$ cat src/hdl/timer_pwm_defines.vh
// register map, field positions, reset values and mode codes of the pwm timer
`ifndef TIMER_PWM_DEFINES_VH
`define TIMER_PWM_DEFINES_VH

// register byte offsets
`define TP_OFS_CTRL 5'h00
`define TP_OFS_COUNT 5'h04
`define TP_OFS_CMP_A 5'h08
`define TP_OFS_CMP_B 5'h0c
`define TP_OFS_CAP_TOP 5'h10
`define TP_OFS_FLAGS 5'h14
`define TP_OFS_STATUS 5'h18

// control register fields
`define TP_CTRL_MODE_LSB 0
`define TP_CTRL_ACT_A_LSB 4
`define TP_CTRL_ACT_B_LSB 6
`define TP_CTRL_DIR_LSB 8
`define TP_CTRL_RESET 10'h000

// flag register bits
`define TP_FLAG_OVF 0
`define TP_FLAG_CMP_A 1
`define TP_FLAG_CMP_B 2
`define TP_FLAG_CAP 3

// waveform mode codes
`define TP_MODE_PC8 4'h1
`define TP_MODE_PC9 4'h2
`define TP_MODE_PC10 4'h3
`define TP_MODE_PC_CAP 4'ha
`define TP_MODE_PC_CMPA 4'hb
`define TP_MODE_FAST8 4'h5
`define TP_MODE_FAST9 4'h6
`define TP_MODE_FAST10 4'h7
`define TP_MODE_FAST_CAP 4'he
`define TP_MODE_FAST_CMPA 4'hf

// fixed top values and counter limits
`define TP_TOP_8BIT 16'h00ff
`define TP_TOP_9BIT 16'h01ff
`define TP_TOP_10BIT 16'h03ff
`define TP_BOTTOM 16'h0000
`define TP_MAX 16'hffff

// output action selections
`define TP_ACT_NONE 2'h0
`define TP_ACT_TOGGLE 2'h1
`define TP_ACT_PWM_LO 2'h2
`define TP_ACT_PWM_HI 2'h3

`endif

$ cat src/hdl/pwm_out_channel.v
// one compare channel: double buffered compare value, match detect and output state
`timescale 1ns/10ps
`include "timer_pwm_defines.vh"

module pwm_out_channel (
    // clock and reset
    input wire ref_clk,
    input wire rst_b,
    // timebase
    input wire timer_tick,
    input wire [15:0] count_value,
    input wire suppress,
    input wire update,
    input wire bottom,
    input wire slope_up,
    input wire fast_mode,
    input wire phase_mode,
    input wire toggle_ok,
    // software side
    input wire wr_en,
    input wire [15:0] wr_data,
    input wire [1:0] output_action_select,
    // results
    output reg [15:0] buffer_q,
    output reg [15:0] active_q,
    output wire match,
    output reg waveform_output_q
);
    wire pwm_mode = fast_mode | phase_mode;

    // match only while the timer ticks and no count write is pending
    assign match = timer_tick & ~suppress & (count_value == active_q);

    // compare buffer and active value
    always @(posedge ref_clk or negedge rst_b) begin
        if (!rst_b) begin
            buffer_q <= `TP_BOTTOM;
            active_q <= `TP_BOTTOM;
        end else begin
            if (wr_en) begin
                buffer_q <= wr_data;
            end
            // outside pwm modes the value is used at once, no buffering
            if (wr_en && !pwm_mode) begin
                active_q <= wr_data;
            end else if (update) begin
                active_q <= buffer_q;
            end
        end
    end

    // output state; bottom beats a match in fast mode so compare equal to top stays constant
    always @(posedge ref_clk or negedge rst_b) begin
        if (!rst_b) begin
            waveform_output_q <= 1'b0;
        end else if (fast_mode) begin
            case (output_action_select)
                `TP_ACT_TOGGLE: begin
                    if (match && toggle_ok) begin
                        waveform_output_q <= ~waveform_output_q;
                    end
                end
                `TP_ACT_PWM_LO: begin
                    if (bottom) begin
                        waveform_output_q <= 1'b0;
                    end else if (match) begin
                        waveform_output_q <= 1'b1;
                    end
                end
                `TP_ACT_PWM_HI: begin
                    if (bottom) begin
                        waveform_output_q <= 1'b1;
                    end else if (match) begin
                        waveform_output_q <= 1'b0;
                    end
                end
                default: begin
                    waveform_output_q <= waveform_output_q;
                end
            endcase
        end else if (phase_mode && match) begin
            case (output_action_select)
                `TP_ACT_TOGGLE: begin
                    if (toggle_ok) begin
                        waveform_output_q <= ~waveform_output_q;
                    end
                end
                `TP_ACT_PWM_LO: waveform_output_q <= ~slope_up;
                `TP_ACT_PWM_HI: waveform_output_q <= slope_up;
                default: waveform_output_q <= waveform_output_q;
            endcase
        end
    end
endmodule

$ cat src/hdl/timer_pwm_single_dual_slope.v
// 16-bit timer with fast and phase correct pwm, two compare channels, avalon-mm registers
//
// Summary of operation
// - fast modes count bottom to top, restart
// - fast top fixed, capture or compare a
// - at top the counter clears next tick
// - fast non-inverting clears on match, sets bottom
// - fast selection 2 inverted, 3 non-inverted
// - overflow at top; compare a/capture flag too
// - compare flag sets when count equals compare
// - fixed top masks written compare upper bits
// - capture top unbuffered; low value wraps counter
// - compare a buffered, loaded at top match
// - compare zero spikes; compare top is constant
// - mode f toggle gives half rate square
// - phase modes count up then down repeatedly
// - phase top selection; top held one tick
// - phase: 3 sets up-match, clears down-match, 2 swaps
// - phase overflow at bottom, top flags at top
// - phase loads compare buffers at top
// - pin driven only when direction bit set
// - selection zero holds state; nonzero overrides pin
// - count write blocks matches one tick
// - reset clears output state to zero
`timescale 1ns/10ps
`include "timer_pwm_defines.vh"

module timer_pwm_single_dual_slope (
    // clock and reset
    input wire ref_clk,
    input wire rst_b,
    // prescaled timer tick, same clock domain
    input wire timer_tick,
    // avalon-mm slave
    input wire [4:0] avs_address,
    input wire avs_read,
    input wire avs_write,
    input wire [31:0] avs_writedata,
    input wire [3:0] avs_byteenable,
    output reg [31:0] avs_readdata,
    output reg avs_waitrequest,
    // interrupt side: flags out, acknowledge in
    output reg [3:0] flags_q,
    input wire [3:0] irq_ack,
    // pins
    output reg pin_a_out,
    output reg pin_a_oe,
    output reg pin_a_override,
    output reg pin_b_out,
    output reg pin_b_oe,
    output reg pin_b_override
);
    // merge a bus word into a 16-bit register through the byte enables
    function [15:0] merge16;
        input [15:0] old;
        input [31:0] wdata;
        input [3:0] be;
        begin
            merge16 = {be[1] ? wdata[15:8] : old[15:8], be[0] ? wdata[7:0] : old[7:0]};
        end
    endfunction

    // control and count state
    reg [9:0] ctrl_q;
    reg [15:0] count_value_q;
    reg down_q;
    reg suppress_q;
    reg [15:0] capture_top_value_q;

    wire [3:0] waveform_mode_select = ctrl_q[`TP_CTRL_MODE_LSB +: 4];
    wire [1:0] output_a_action_select = ctrl_q[`TP_CTRL_ACT_A_LSB +: 2];
    wire [1:0] output_b_action_select = ctrl_q[`TP_CTRL_ACT_B_LSB +: 2];
    wire [1:0] pin_direction_bit = ctrl_q[`TP_CTRL_DIR_LSB +: 2];

    // bus access: one wait state, request taken when waitrequest is low
    wire bus_req = avs_read | avs_write;
    wire bus_take = bus_req & ~avs_waitrequest;
    wire wr_take = avs_write & ~avs_waitrequest;
    wire [4:0] word_addr = {avs_address[4:2], 2'b00};
    wire wr_ctrl = wr_take & (word_addr == `TP_OFS_CTRL);
    wire wr_count = wr_take & (word_addr == `TP_OFS_COUNT);
    wire wr_cmp_a = wr_take & (word_addr == `TP_OFS_CMP_A);
    wire wr_cmp_b = wr_take & (word_addr == `TP_OFS_CMP_B);
    wire wr_cap = wr_take & (word_addr == `TP_OFS_CAP_TOP);
    wire wr_flags = wr_take & (word_addr == `TP_OFS_FLAGS);

    // mode decode
    reg fast_mode;
    reg phase_mode;
    reg fixed_top;
    reg [15:0] fixed_top_value;
    always @* begin
        fast_mode = 1'b0;
        phase_mode = 1'b0;
        fixed_top = 1'b0;
        fixed_top_value = `TP_MAX;
        case (waveform_mode_select)
            `TP_MODE_FAST8, `TP_MODE_FAST9, `TP_MODE_FAST10,
            `TP_MODE_FAST_CAP, `TP_MODE_FAST_CMPA: fast_mode = 1'b1;
            `TP_MODE_PC8, `TP_MODE_PC9, `TP_MODE_PC10,
            `TP_MODE_PC_CAP, `TP_MODE_PC_CMPA: phase_mode = 1'b1;
            default: fast_mode = 1'b0;
        endcase
        case (waveform_mode_select)
            `TP_MODE_FAST8, `TP_MODE_PC8: begin
                fixed_top = 1'b1;
                fixed_top_value = `TP_TOP_8BIT;
            end
            `TP_MODE_FAST9, `TP_MODE_PC9: begin
                fixed_top = 1'b1;
                fixed_top_value = `TP_TOP_9BIT;
            end
            `TP_MODE_FAST10, `TP_MODE_PC10: begin
                fixed_top = 1'b1;
                fixed_top_value = `TP_TOP_10BIT;
            end
            default: fixed_top = 1'b0;
        endcase
    end

    wire top_from_a = (waveform_mode_select == `TP_MODE_FAST_CMPA) |
                      (waveform_mode_select == `TP_MODE_PC_CMPA);
    wire top_from_cap = (waveform_mode_select == `TP_MODE_FAST_CAP) |
                        (waveform_mode_select == `TP_MODE_PC_CAP);

    // compare channel values; a register top below the count is simply missed until wrap
    wire [15:0] active_a;
    wire [15:0] active_b;
    wire [15:0] buffer_a;
    wire [15:0] buffer_b;
    wire [15:0] top_value = top_from_a ? active_a :
                            top_from_cap ? capture_top_value_q : fixed_top_value;

    // timebase events, all gated by the timer tick
    wire at_top = (count_value_q == top_value);
    wire at_bottom = (count_value_q == `TP_BOTTOM);
    wire top_event = timer_tick & at_top & (fast_mode | (phase_mode & ~down_q));
    wire fast_bottom = top_event & fast_mode;
    wire ovf_event = fast_mode ? top_event :
                     phase_mode ? (timer_tick & down_q & at_bottom) :
                     (timer_tick & (count_value_q == `TP_MAX));
    // a match at top counts as the down slope, at bottom as the up slope
    wire slope_up = at_bottom | (~down_q & ~at_top);

    // written compare data, masked to the fixed top width
    wire [15:0] cmp_a_wdata = merge16(buffer_a, avs_writedata, avs_byteenable) &
                              (fixed_top ? fixed_top_value : `TP_MAX);
    wire [15:0] cmp_b_wdata = merge16(buffer_b, avs_writedata, avs_byteenable) &
                              (fixed_top ? fixed_top_value : `TP_MAX);

    // channel array: both channels share the timebase, only a may toggle
    wire [1:0] match;
    wire [1:0] wave;
    wire [1:0] ch_wr = {wr_cmp_b, wr_cmp_a};
    wire [31:0] ch_wdata = {cmp_b_wdata, cmp_a_wdata};
    wire [3:0] ch_act = {output_b_action_select, output_a_action_select};
    wire [31:0] ch_active;
    wire [31:0] ch_buffer;
    wire toggle_ok_a = (waveform_mode_select == `TP_MODE_FAST_CMPA) |
                       (waveform_mode_select == `TP_MODE_PC_CMPA);
    wire [1:0] ch_toggle_ok = {1'b0, toggle_ok_a};
    genvar ch;
    generate
        for (ch = 0; ch < 2; ch = ch + 1) begin : g_ch
            pwm_out_channel u_ch (
                .ref_clk(ref_clk),
                .rst_b(rst_b),
                .timer_tick(timer_tick),
                .count_value(count_value_q),
                .suppress(suppress_q),
                .update(top_event),
                .bottom(fast_bottom),
                .slope_up(slope_up),
                .fast_mode(fast_mode),
                .phase_mode(phase_mode),
                .toggle_ok(ch_toggle_ok[ch]),
                .wr_en(ch_wr[ch]),
                .wr_data(ch_wdata[16*ch +: 16]),
                .output_action_select(ch_act[2*ch +: 2]),
                .buffer_q(ch_buffer[16*ch +: 16]),
                .active_q(ch_active[16*ch +: 16]),
                .match(match[ch]),
                .waveform_output_q(wave[ch])
            );
        end
    endgenerate
    assign active_a = ch_active[15:0];
    assign active_b = ch_active[31:16];
    assign buffer_a = ch_buffer[15:0];
    assign buffer_b = ch_buffer[31:16];

    // counter and direction; a software write beats counting
    always @(posedge ref_clk or negedge rst_b) begin
        if (!rst_b) begin
            count_value_q <= `TP_BOTTOM;
            down_q <= 1'b0;
            suppress_q <= 1'b0;
        end else if (wr_count) begin
            count_value_q <= merge16(count_value_q, avs_writedata, avs_byteenable);
            suppress_q <= 1'b1;
        end else if (timer_tick) begin
            suppress_q <= 1'b0;
            if (fast_mode) begin
                down_q <= 1'b0;
                if (at_top) begin
                    count_value_q <= `TP_BOTTOM;
                end else begin
                    count_value_q <= count_value_q + 16'h0001;
                end
            end else if (phase_mode) begin
                if (!down_q && at_top) begin
                    down_q <= 1'b1;
                    count_value_q <= count_value_q - 16'h0001;
                end else if (down_q && at_bottom) begin
                    down_q <= 1'b0;
                    count_value_q <= count_value_q + 16'h0001;
                end else if (down_q) begin
                    count_value_q <= count_value_q - 16'h0001;
                end else begin
                    count_value_q <= count_value_q + 16'h0001;
                end
            end else begin
                down_q <= 1'b0;
                count_value_q <= count_value_q + 16'h0001;
            end
        end
    end

    // control and capture top; capture top takes effect at once
    always @(posedge ref_clk or negedge rst_b) begin
        if (!rst_b) begin
            ctrl_q <= `TP_CTRL_RESET;
            capture_top_value_q <= `TP_BOTTOM;
        end else begin
            if (wr_ctrl) begin
                ctrl_q <= {avs_byteenable[1] ? avs_writedata[9:8] : ctrl_q[9:8],
                           avs_byteenable[0] ? avs_writedata[7:0] : ctrl_q[7:0]};
            end
            if (wr_cap) begin
                capture_top_value_q <= merge16(capture_top_value_q, avs_writedata, avs_byteenable);
            end
        end
    end

    // sticky flags: hardware set wins over a write-one clear or acknowledge
    wire [3:0] flag_set;
    assign flag_set[`TP_FLAG_OVF] = ovf_event;
    assign flag_set[`TP_FLAG_CMP_A] = match[0] | (top_event & top_from_a);
    assign flag_set[`TP_FLAG_CMP_B] = match[1];
    assign flag_set[`TP_FLAG_CAP] = top_event & top_from_cap;
    wire [3:0] flag_clr = irq_ack | ((wr_flags & avs_byteenable[0]) ? avs_writedata[3:0] : 4'h0);
    always @(posedge ref_clk or negedge rst_b) begin
        if (!rst_b) begin
            flags_q <= 4'h0;
        end else begin
            flags_q <= flag_set | (flags_q & ~flag_clr);
        end
    end

    // pins: internal state always runs, direction bit gates the pin driver
    always @(posedge ref_clk or negedge rst_b) begin
        if (!rst_b) begin
            pin_a_out <= 1'b0;
            pin_b_out <= 1'b0;
            pin_a_oe <= 1'b0;
            pin_b_oe <= 1'b0;
            pin_a_override <= 1'b0;
            pin_b_override <= 1'b0;
        end else begin
            pin_a_out <= wave[0];
            pin_b_out <= wave[1];
            pin_a_oe <= pin_direction_bit[0];
            pin_b_oe <= pin_direction_bit[1];
            pin_a_override <= |output_a_action_select;
            pin_b_override <= |output_b_action_select;
        end
    end

    // read mux; unmapped words read zero
    reg [31:0] rd_mux;
    always @* begin
        rd_mux = 32'h0000_0000;
        if (word_addr == `TP_OFS_CTRL) begin
            rd_mux = {22'h0, ctrl_q};
        end else if (word_addr == `TP_OFS_COUNT) begin
            rd_mux = {16'h0000, count_value_q};
        end else if (word_addr == `TP_OFS_CMP_A) begin
            rd_mux = {16'h0000, buffer_a};
        end else if (word_addr == `TP_OFS_CMP_B) begin
            rd_mux = {16'h0000, buffer_b};
        end else if (word_addr == `TP_OFS_CAP_TOP) begin
            rd_mux = {16'h0000, capture_top_value_q};
        end else if (word_addr == `TP_OFS_FLAGS) begin
            rd_mux = {28'h0000000, flags_q};
        end else if (word_addr == `TP_OFS_STATUS) begin
            rd_mux = {29'h0, down_q, wave};
        end
    end

    // waitrequest drops one cycle after a request, rises again after it is taken
    always @(posedge ref_clk or negedge rst_b) begin
        if (!rst_b) begin
            avs_waitrequest <= 1'b1;
            avs_readdata <= 32'h0000_0000;
        end else if (bus_take) begin
            avs_waitrequest <= 1'b1;
        end else if (bus_req) begin
            avs_waitrequest <= 1'b0;
            avs_readdata <= rd_mux;
        end
    end
endmodule

$ cat config.mk
export PLATFORM = sky130hd
export DESIGN_NAME = timer_pwm_single_dual_slope
export DESIGN_NICKNAME = d
export VERILOG_FILES = /design/src/hdl/pwm_out_channel.v /design/src/hdl/timer_pwm_single_dual_slope.v
export VERILOG_INCLUDE_DIRS = /design/src /design/src/hdl
export SDC_FILE = /design/constraint.sdc
export NUM_CORES = 1
export LEC_CHECK = 0
export BUFFER_PORTS_ARGS = -buffer_cell sky130_fd_sc_hd__clkbuf_2
export CAP_MARGIN = 20
export CELL_PAD_IN_SITES_DETAIL_PLACEMENT = 0
export CELL_PAD_IN_SITES_GLOBAL_PLACEMENT = 1
export CORE_ASPECT_RATIO = 0.9
export CORE_MARGIN = 4
export CORE_UTILIZATION = 47
export CTS_BUF_LIST = sky130_fd_sc_hd__clkbuf_4 sky130_fd_sc_hd__clkbuf_8
export CTS_CLUSTER_DIAMETER = 150
export DETAILED_ROUTE_END_ITERATION = 8
export PLACE_DENSITY_LB_ADDON = 0.12
export SLEW_MARGIN = 20
export SYNTH_ARGS = -nofsm -noshare
export SYNTH_HDL_FRONTEND = slang
export SYNTH_SLANG_ARGS = --single-unit
$ cat constraint.sdc
create_clock -name ref_clk -period 4.7 [get_ports ref_clk]
set_clock_uncertainty 0.2 [all_clocks]
set_input_delay 0.47 -clock ref_clk [delete_from_list [all_inputs] [get_ports ref_clk]]
set_output_delay 0.47 -clock ref_clk [all_outputs]
set_load 0.005 [all_outputs]
==> summary.txt, run 1 <==
Final layout
  – Commonest non-fill, non-tap cells in the layout: dfrtp_1 (136), nand2_1 (132), nor2_1 (99), o21ai_0 (69), a21oi_1 (68)
  – Antenna Cells: 0
  – Commonest non-fill, non-tap cell in the layout: dfrtp_1
  – P&R area growth vs syn: 11.3%
  – Layout cell share with drive strength beyond 1: 17.5%
  – Nets: 1083

Synth
  – Synth Register Bits: 137
  – Distinct cells, synth: 71
  – Most used DFF post-synth: dfrtp_1
  – Seq/Total Area, Yosys: 40.2%
  – Mean post-synth cell area: 8.67 µm²
  – Async set-reset flop share out of synthesis: 100%
  – Top cell type by total area after synthesis: dfrtp_1
  – Largest cells by area after synthesis: dfrtp_1 (40%), nand2_1 (5.8%), mux2_2 (5.7%), mux2i_1 (4.7%), nor2_1 (4.4%)
  – Post-Synthesis Cell Area: 0.00853 mm²
  – Warnings, synthesis: 0
  – Post-Syn Instances: 984
  – Top cell type's share of synthesized area: 39.9%
  – Post-synth EDFFs: 0

Worst setup path
  – Crit path launch type: flop
  – CP Capture Type: flop
  – Maximum fanout along the worst path: 14
  – Critical path class: reg2reg
  – Reg2reg path depth: 11
  – Reg2reg setup slack: 0.62 ns
  – Reg-to-Reg End: count_value_q[3]
  – Critical Path AT: 4.23 ns
  – Reg-to-reg startpoint: ctrl_q[0]
  – Worst path required time: 4.85 ns

Clock tree
  – Root Driver: clkbuf_8
  – Worst-skew pair later-pin latency: 0.47 ns
  – # H-tree levels: 4
  – Post CTS Setup Buffer Count: 0
  – CTS tree: yes
  – Clock Sinks: 137
  – Reg clk slew, reported paths: 0.09 ns
  – Total CTS buffers: 17
  – Clock tree buffer depth: 2

Hold path
  – Hold path cells: 3
  – Min-Delay Endpoint: flags_q[2]
  – Worst Hold Class: in2reg
  – Hold wc startpoint: irq_ack[2]

STA
  – TNS Setup: 0 ns
  – Final period utilization: 86.7%
  – Setup violators final: 0
  – Final hold vios: 0
  – RSZ-0062 raised after global routing: no
  – Min Tclk post-route: 4.08 ns
  – Worst Max-Slew Pin Slew: 1.00 ns
  – Fmax: 245 MHz
  – Max-slew violation count: 0
  – Max-slew headroom: 33.1%

Job
  – MaxCap Viol Count: 0

Outcome
  – Status: completed

Power
  – Sequential share of power: 41.2%
  – Logic gate share of total power: 39.5%
  – P_int: 3180 µW
  – Switching share of power: 42.3%
  – Pleak: 0.00417 µW
  – Total design power: 5510 µW
  – PwrDens: 580 mW/mm²
  – P_sw: 2330 µW
  – Clk pwr share: 19.3%
  – Peak supply drop: 0.000324 V

Drt
  – DRT iter0 DRCs: 949
  – WL final: 29700 µm
  – Vias per std cell: 6.12
  – Antenna-violating nets left: 0
  – Drt wl/cell: 23.1 µm
  – Initial DRT Pass Iterations: 6
  – Post-route DRC: 0
  – Via count: 7857

Global route
  – First-pass GRT wire length: 46100 µm
  – Largest net degree at the start of global routing: 74
  – GR Overflow Total: 0
  – Vias in the first global route: 7404
  – Tot GR Track Use: 30.2%
  – Antenna violations before repair: 1

Floorplanning
  – Die Height: 136 µm
  – I/O Pins: 93
  – Starting Density: 48.1%
  – Die area: 0.0204 mm²
  – Rows: 46
  – Die Span X: 150 µm
  – Core Area: 0.0177 mm²

Placed design
  – Gpl congestion: 1.00
  – DP HPWL: 21800 µm
  – PortBufs: 56
stage by stage:
step                hold slack [ns]  setup WS [ns]  std cells  util [%]  area (µm²)
finish                       0.0346          0.624       1284      53.6        9500
global route                 0.0284          0.394       1284      53.6        9500
CTS                          0.0170          0.638       1284      53.5        9490
detailed placement            0.193          0.649       1251      51.1        9050
global placement              0.189          0.668       1251      51.1        9050
floorplan                   -0.0256           1.34        999         -        8590
cells by family after synthesis:
group | synth area share, %
muxes | 11.0
adders and majority gates | 0.293
and+or+nand+nor | 18.8
buffers and inverters | 5.49
xor gates and xnor gates | 6.06
DFF | 40.2
other | 0.0440
AOI/OAI and AO/OA | 18.1
what timing repair did:
item,4_1_cts,5_1_grt
hold endpoints to repair,70,0
hold buffers,1,0
resized for setup,0,0
power by group through the flow:
stage	logic [µW]	clock network, µW	registers, µW
5_1_grt	2410	1120	2330
6_report	2180	1060	2270
3_5_place_dp	2140	0	2280
4_1_cts	2150	1070	2250
2_1_floorplan	1680	0	1980
3_3_place_gp	2130	0	2270
cell type report:
class	count	area, µm²
inverter	18	67.6
tap	240	300
multi-input combinational	763	4700
timing repair buffer	94	574
sequential	137	3430
clock buffer	19	255
clock inverter	13	169
fill	1706	8230
registers in the layout, indices dropped and copies added (netlist names):
register	count
g_ch.u_ch.active_q	32
avs_readdata	16
pin_b_out	1
pin_a_override	1
ctrl_q	10
suppress_q	1
g_ch.u_ch.waveform_output_q	2
down_q	1
pin_a_oe	1
pin_b_override	1
count_value_q	16
flags_q	4
pin_b_oe	1
avs_waitrequest	1
g_ch.u_ch.buffer_q	32
capture_top_value_q	16
pin_a_out	1
worst max path at each step:
stage	start	endpoint	slack, ns	cells after the start
floorplan	ctrl_q[0]	count_value_q[8]	1.34	11
global placement	ctrl_q[0]	count_value_q[4]	0.67	11
detailed placement	ctrl_q[0]	count_value_q[3]	0.65	11
CTS	ctrl_q[0]	count_value_q[3]	0.64	11
global route	ctrl_q[0]	count_value_q[3]	0.39	11
finish	ctrl_q[0]	count_value_q[3]	0.62	11
metal layers:
metal,global-route usage (%),wire length (µm),vias to the layer above
met5,0,13,-
met4,8.08,611,2
met3,6.17,2580,48
met2,44.6,13000,379
met1,45.2,13500,3857
li1,-,-,3571
synth_stat cells, types with 23 or more instances:
cell / number
a21oi_1: 68
dfrtp_1: 136
o22ai_1: 30
clkbuf_1: 45
mux2i_1: 40
xnor2_1: 28
nor2_1: 99
nand2_1: 132
o21ai_0: 69
mux2_2: 43
xor2_1: 31
nand3_1: 23
worst max-delay path, stage by stage, from the launching register on:
cell and delay, ns:
dfrtp_1 0.78, buf_4 0.29, mux2_1 0.17, o2bb2a_1 0.15
nor2b_1 0.05, or4_1 0.40, or4b_4 0.53, o31ai_1 0.24
o211ai_1 0.45, a2111o_1 0.54, nand4_1 0.08, nand3_1 0.07
Power figures use the tool's default switching activity.
==> inputs of run 2 (changes only) <==
CORE_UTILIZATION = 48   (was 47)
SYNTH_HIERARCHICAL = 1   (was unset)
==> summary.txt, run 2 <==
Worst setup path
  – Critical path class: reg2reg
  – Critical Path AT: 3.99 ns (-0.24 ns)
  – CP Capture Type: flop
  – Reg2reg setup slack: 0.84 ns (+0.22 ns)
  – Worst path required time: 4.83 ns (-0.02 ns)
  – Maximum fanout along the worst path: 24 (+10)
  – Crit path launch type: flop

Power
  – Logic gate share of total power: 39.4% (about the same)
  – Switching share of power: 43.0% (+0.69 points)
  – Pleak: 0.00408 µW (-2.1%)
  – PwrDens: 535 mW/mm² (-7.8%)
  – Sequential share of power: 43.3% (+2.1 points)
  – Peak supply drop: 0.000255 V (-21%)
  – P_sw: 2250 µW (-3.7%)
  – P_int: 2980 µW (-6.3%)
  – Clk pwr share: 17.3% (-2.0 points)

Synth
  – Synth Register Bits: 137 (unchanged)
  – Largest cells by area after synthesis: dfrtp_1 (38%), mux2_2 (8.7%), mux2i_1 (5.9%), nand2_1 (4.7%), o21ai_0 (4.6%)
  – Warnings, synthesis: 6 (+6)
  – Most used DFF post-synth: dfrtp_1
  – Post-synth EDFFs: 0 (unchanged)
  – Top cell type by total area after synthesis: dfrtp_1
  – Seq/Total Area, Yosys: 38.2% (-2.0 points)
  – Post-Synthesis Cell Area: 0.00897 mm² (+5.2%)
  – Top cell type's share of synthesized area: 37.9% (-2.0 points)
  – Most frequent cell after synthesis: dfrtp_1
  – Async set-reset flop share out of synthesis: 100% (unchanged)
  – Distinct cells, synth: 74 (+4.2%)
  – Most frequent cells after synthesis: dfrtp_1 (136), nand2_1 (113), o21ai_0 (82)
  – Mean post-synth cell area: 9.38 µm² (+8.2%)
  – Post-Syn Instances: 957 (-2.7%)

Placed design
  – DP HPWL: 21000 µm (-3.9%)
  – Pre-CTS WS: 0.740 ns (+0.0905 ns)
  – Gpl congestion: 0.925 (-7.7%)
  – PortBufs: 56 (unchanged)
  – Area after DPL: 0.00941 mm² (+3.9%)

Clock tree
  – Clock tree buffer depth: 2 (unchanged)
  – Worst-skew pair later-pin latency: 0.46 ns (about the same)
  – Post CTS Setup Buffer Count: 0 (unchanged)
  – Clock Sinks: 137 (unchanged)
  – # H-tree levels: 4 (unchanged)
  – Cts repair resizes: 0 (unchanged)
  – CTS tree: yes
  – Root Driver: clkbuf_8
  – Total CTS buffers: 17 (unchanged)
  – Reg clk slew, reported paths: 0.09 ns (about the same)

Floorplanning
  – Die Span X: 152 µm (+1.4%)
  – Die area: 0.0209 mm² (+2.8%)
  – I/O Pins: 93 (unchanged)
  – Starting Density: 48.8% (+0.63 points)
  – Rows: 47 (+2.2%)
  – Die Height: 138 µm (+1.4%)
  – Core Area: 0.0184 mm² (+3.8%)

Final layout
  – Commonest non-fill, non-tap cells in the layout: dfrtp_1 (135), nand2_1 (113), o21ai_0 (81), mux2_2 (69), clkbuf_2 (55)
  – Register area: 0.00343 mm² (about the same)
  – Largest registers: g_ch.u_ch/active_q (32), g_ch.u_ch/buffer_q (32)
  – Layout cell share with drive strength beyond 1: 22.6% (+5.0 points)
  – Multi-input logic area: 0.00506 mm² (+7.6%)
  – Fill count: 1762 (+3.3%)
  – Commonest non-fill, non-tap cell in the layout: dfrtp_1
  – Antenna Cells: 0 (unchanged)
  – P&R area growth vs syn: 8.84%
  – Design Area, Final: 0.00977 mm² (+2.8%)
  – Nets: 1043 (-3.7%)

STA
  – Max-slew headroom: 35.0% (+2.0 points)
  – Worst Max-Slew Pin Slew: 0.975 ns (-0.0250 ns)
  – Final hold vios: 0 (unchanged)
  – Final period utilization: 82.1% (-4.7 points)
  – Setup violators final: 0 (unchanged)
  – Final worst slack: 0.843 ns (+0.219 ns)
  – Fmax: 259 MHz (+5.7%)
  – TNS Setup: 0 ns (unchanged)
  – Max-slew violation count: 0 (unchanged)
  – Min Tclk post-route: 3.86 ns (-0.219 ns)
  – RSZ-0062 raised after global routing: no

Global route
  – Largest net degree at the start of global routing: 77 (+4.1%)
  – Vias in the first global route: 7042 (-4.9%)
  – First-pass GRT wire length: 44200 µm (-4.2%)
  – Antenna violations before repair: 0 (-1)
  – Tot GR Track Use: 27.9% (-2.3 points)
  – GR Overflow Total: 0 (unchanged)

Outcome
  – Status: completed

Drt
  – Via count: 7534 (-4.1%)
  – Post-route DRC: 0 (unchanged)
  – Initial DRT Pass Iterations: 7 (+1)
  – Vias per std cell: 6.04 (-1.3%)
  – DRT iter0 DRCs: 799 (-16%)
  – WL final: 29000 µm (-2.4%)
  – Antenna-violating nets left: 0 (unchanged)
  – Drt wl/cell: 23.3 µm (+0.52%)

Hold path
  – Worst Hold Class: in2reg

Job
  – MaxCap Viol Count: 0 (unchanged)
## run 2: cell types whose count changed after synthesis, sizes merged, moves of 19 or more
cell   change
mux2      +32
o22ai     -21
o21ai     +22
nor2      -66
a21oi     -31
nand2     -19
## run 2: critical path, stage by stage (launching register included)
cell and delay, ns:
dfrtp_1 0.67, nand2_1 0.51, or3_1 0.53, a211oi_1 0.24, nand4_1 0.23, nor3_2 0.19, nand2_1 0.10, or2_1 0.33
inv_1 0.15, buf_12 0.23, mux2i_1 0.21, o21ai_0 0.12
## run 2: metal layers
layer / wire length (µm) / part of all wire [%] / vias up / track usage (%)
met5: 0 / 0 / - / 0
met4: 588 / 2.0 / 0 / 8.09
met3: 2750 / 9.5 / 43 / 7.44
met2: 12800 / 44 / 326 / 42.5
met1: 12900 / 44 / 3690 / 39.4
li1: - / - / 3475 / -
## run 2: repair_timing
| action | CTS | global route |
|---|---|---|
| hold buffers | 1 | 0 |
| endpoints found under the setup margin | 0 | 0 |
| hold endpoints to repair | 74 | 0 |
## run 2: through the flow
stage,cells,util (%),total power (µW),hold WS (ns)
4_1_cts,1247,53.1,5210,0.0451
5_1_grt,1247,53.1,5560,0.0840
3_5_place_dp,1215,51.1,4300,0.195
3_3_place_gp,1215,51.1,4260,0.190
2_1_floorplan,973,-,3580,-0.0256
6_report,1247,53.1,5220,0.0756
## run 2: path summary, 6_finish.rpt
check	startpoint	end	cells past startpoint
worst max register to register	ctrl_q[3]	g_ch[0].u_ch/active_q[11]	11
worst min register to register	ctrl_q[8]	pin_a_oe	0
max in group asynchronous	rst_b	avs_waitrequest	3
min in group asynchronous	rst_b	g_ch[1].u_ch/active_q[14]	2
worst min-delay path	avs_read	avs_waitrequest	3
worst max-delay path	ctrl_q[3]	g_ch[0].u_ch/active_q[11]	11
## run 2: power by group through the flow
stage               sequential (µW)  combinational, µW  clock (µW)
floorplan                      1970               1610           0
global placement               2260               2000           0
detailed placement             2270               2030           0
CTS                            2250               2040         924
global route                   2340               2260         969
finish                         2260               2060         904
## run 2: kinds of logic (layout without fill, tap and decap cells)
logic type / after synthesis / count (layout) / share of synthesized area (%)
flops: 137 / 137 / 38.2
xor+xnor: 45 / 45 / 4.39
fa+ha+maj: 3 / 3 / 0.418
other cells: 1 / 17 / 0.0418
compound gates: 226 / 226 / 16.4
buf+inv: 118 / 147 / 6.11
simple gates: 287 / 287 / 16.1
mux: 140 / 140 / 18.3
## run 2: cell type report
type / instances / area share [%]
clock buffers: 21 / 2.83
clock inverters: 10 / 0.743
inverters: 35 / 1.35
multi-input cells: 718 / 51.8
flip-flops and latches: 137 / 35.1
well taps: 245 / 3.14
repair buffers: 81 / 5.01
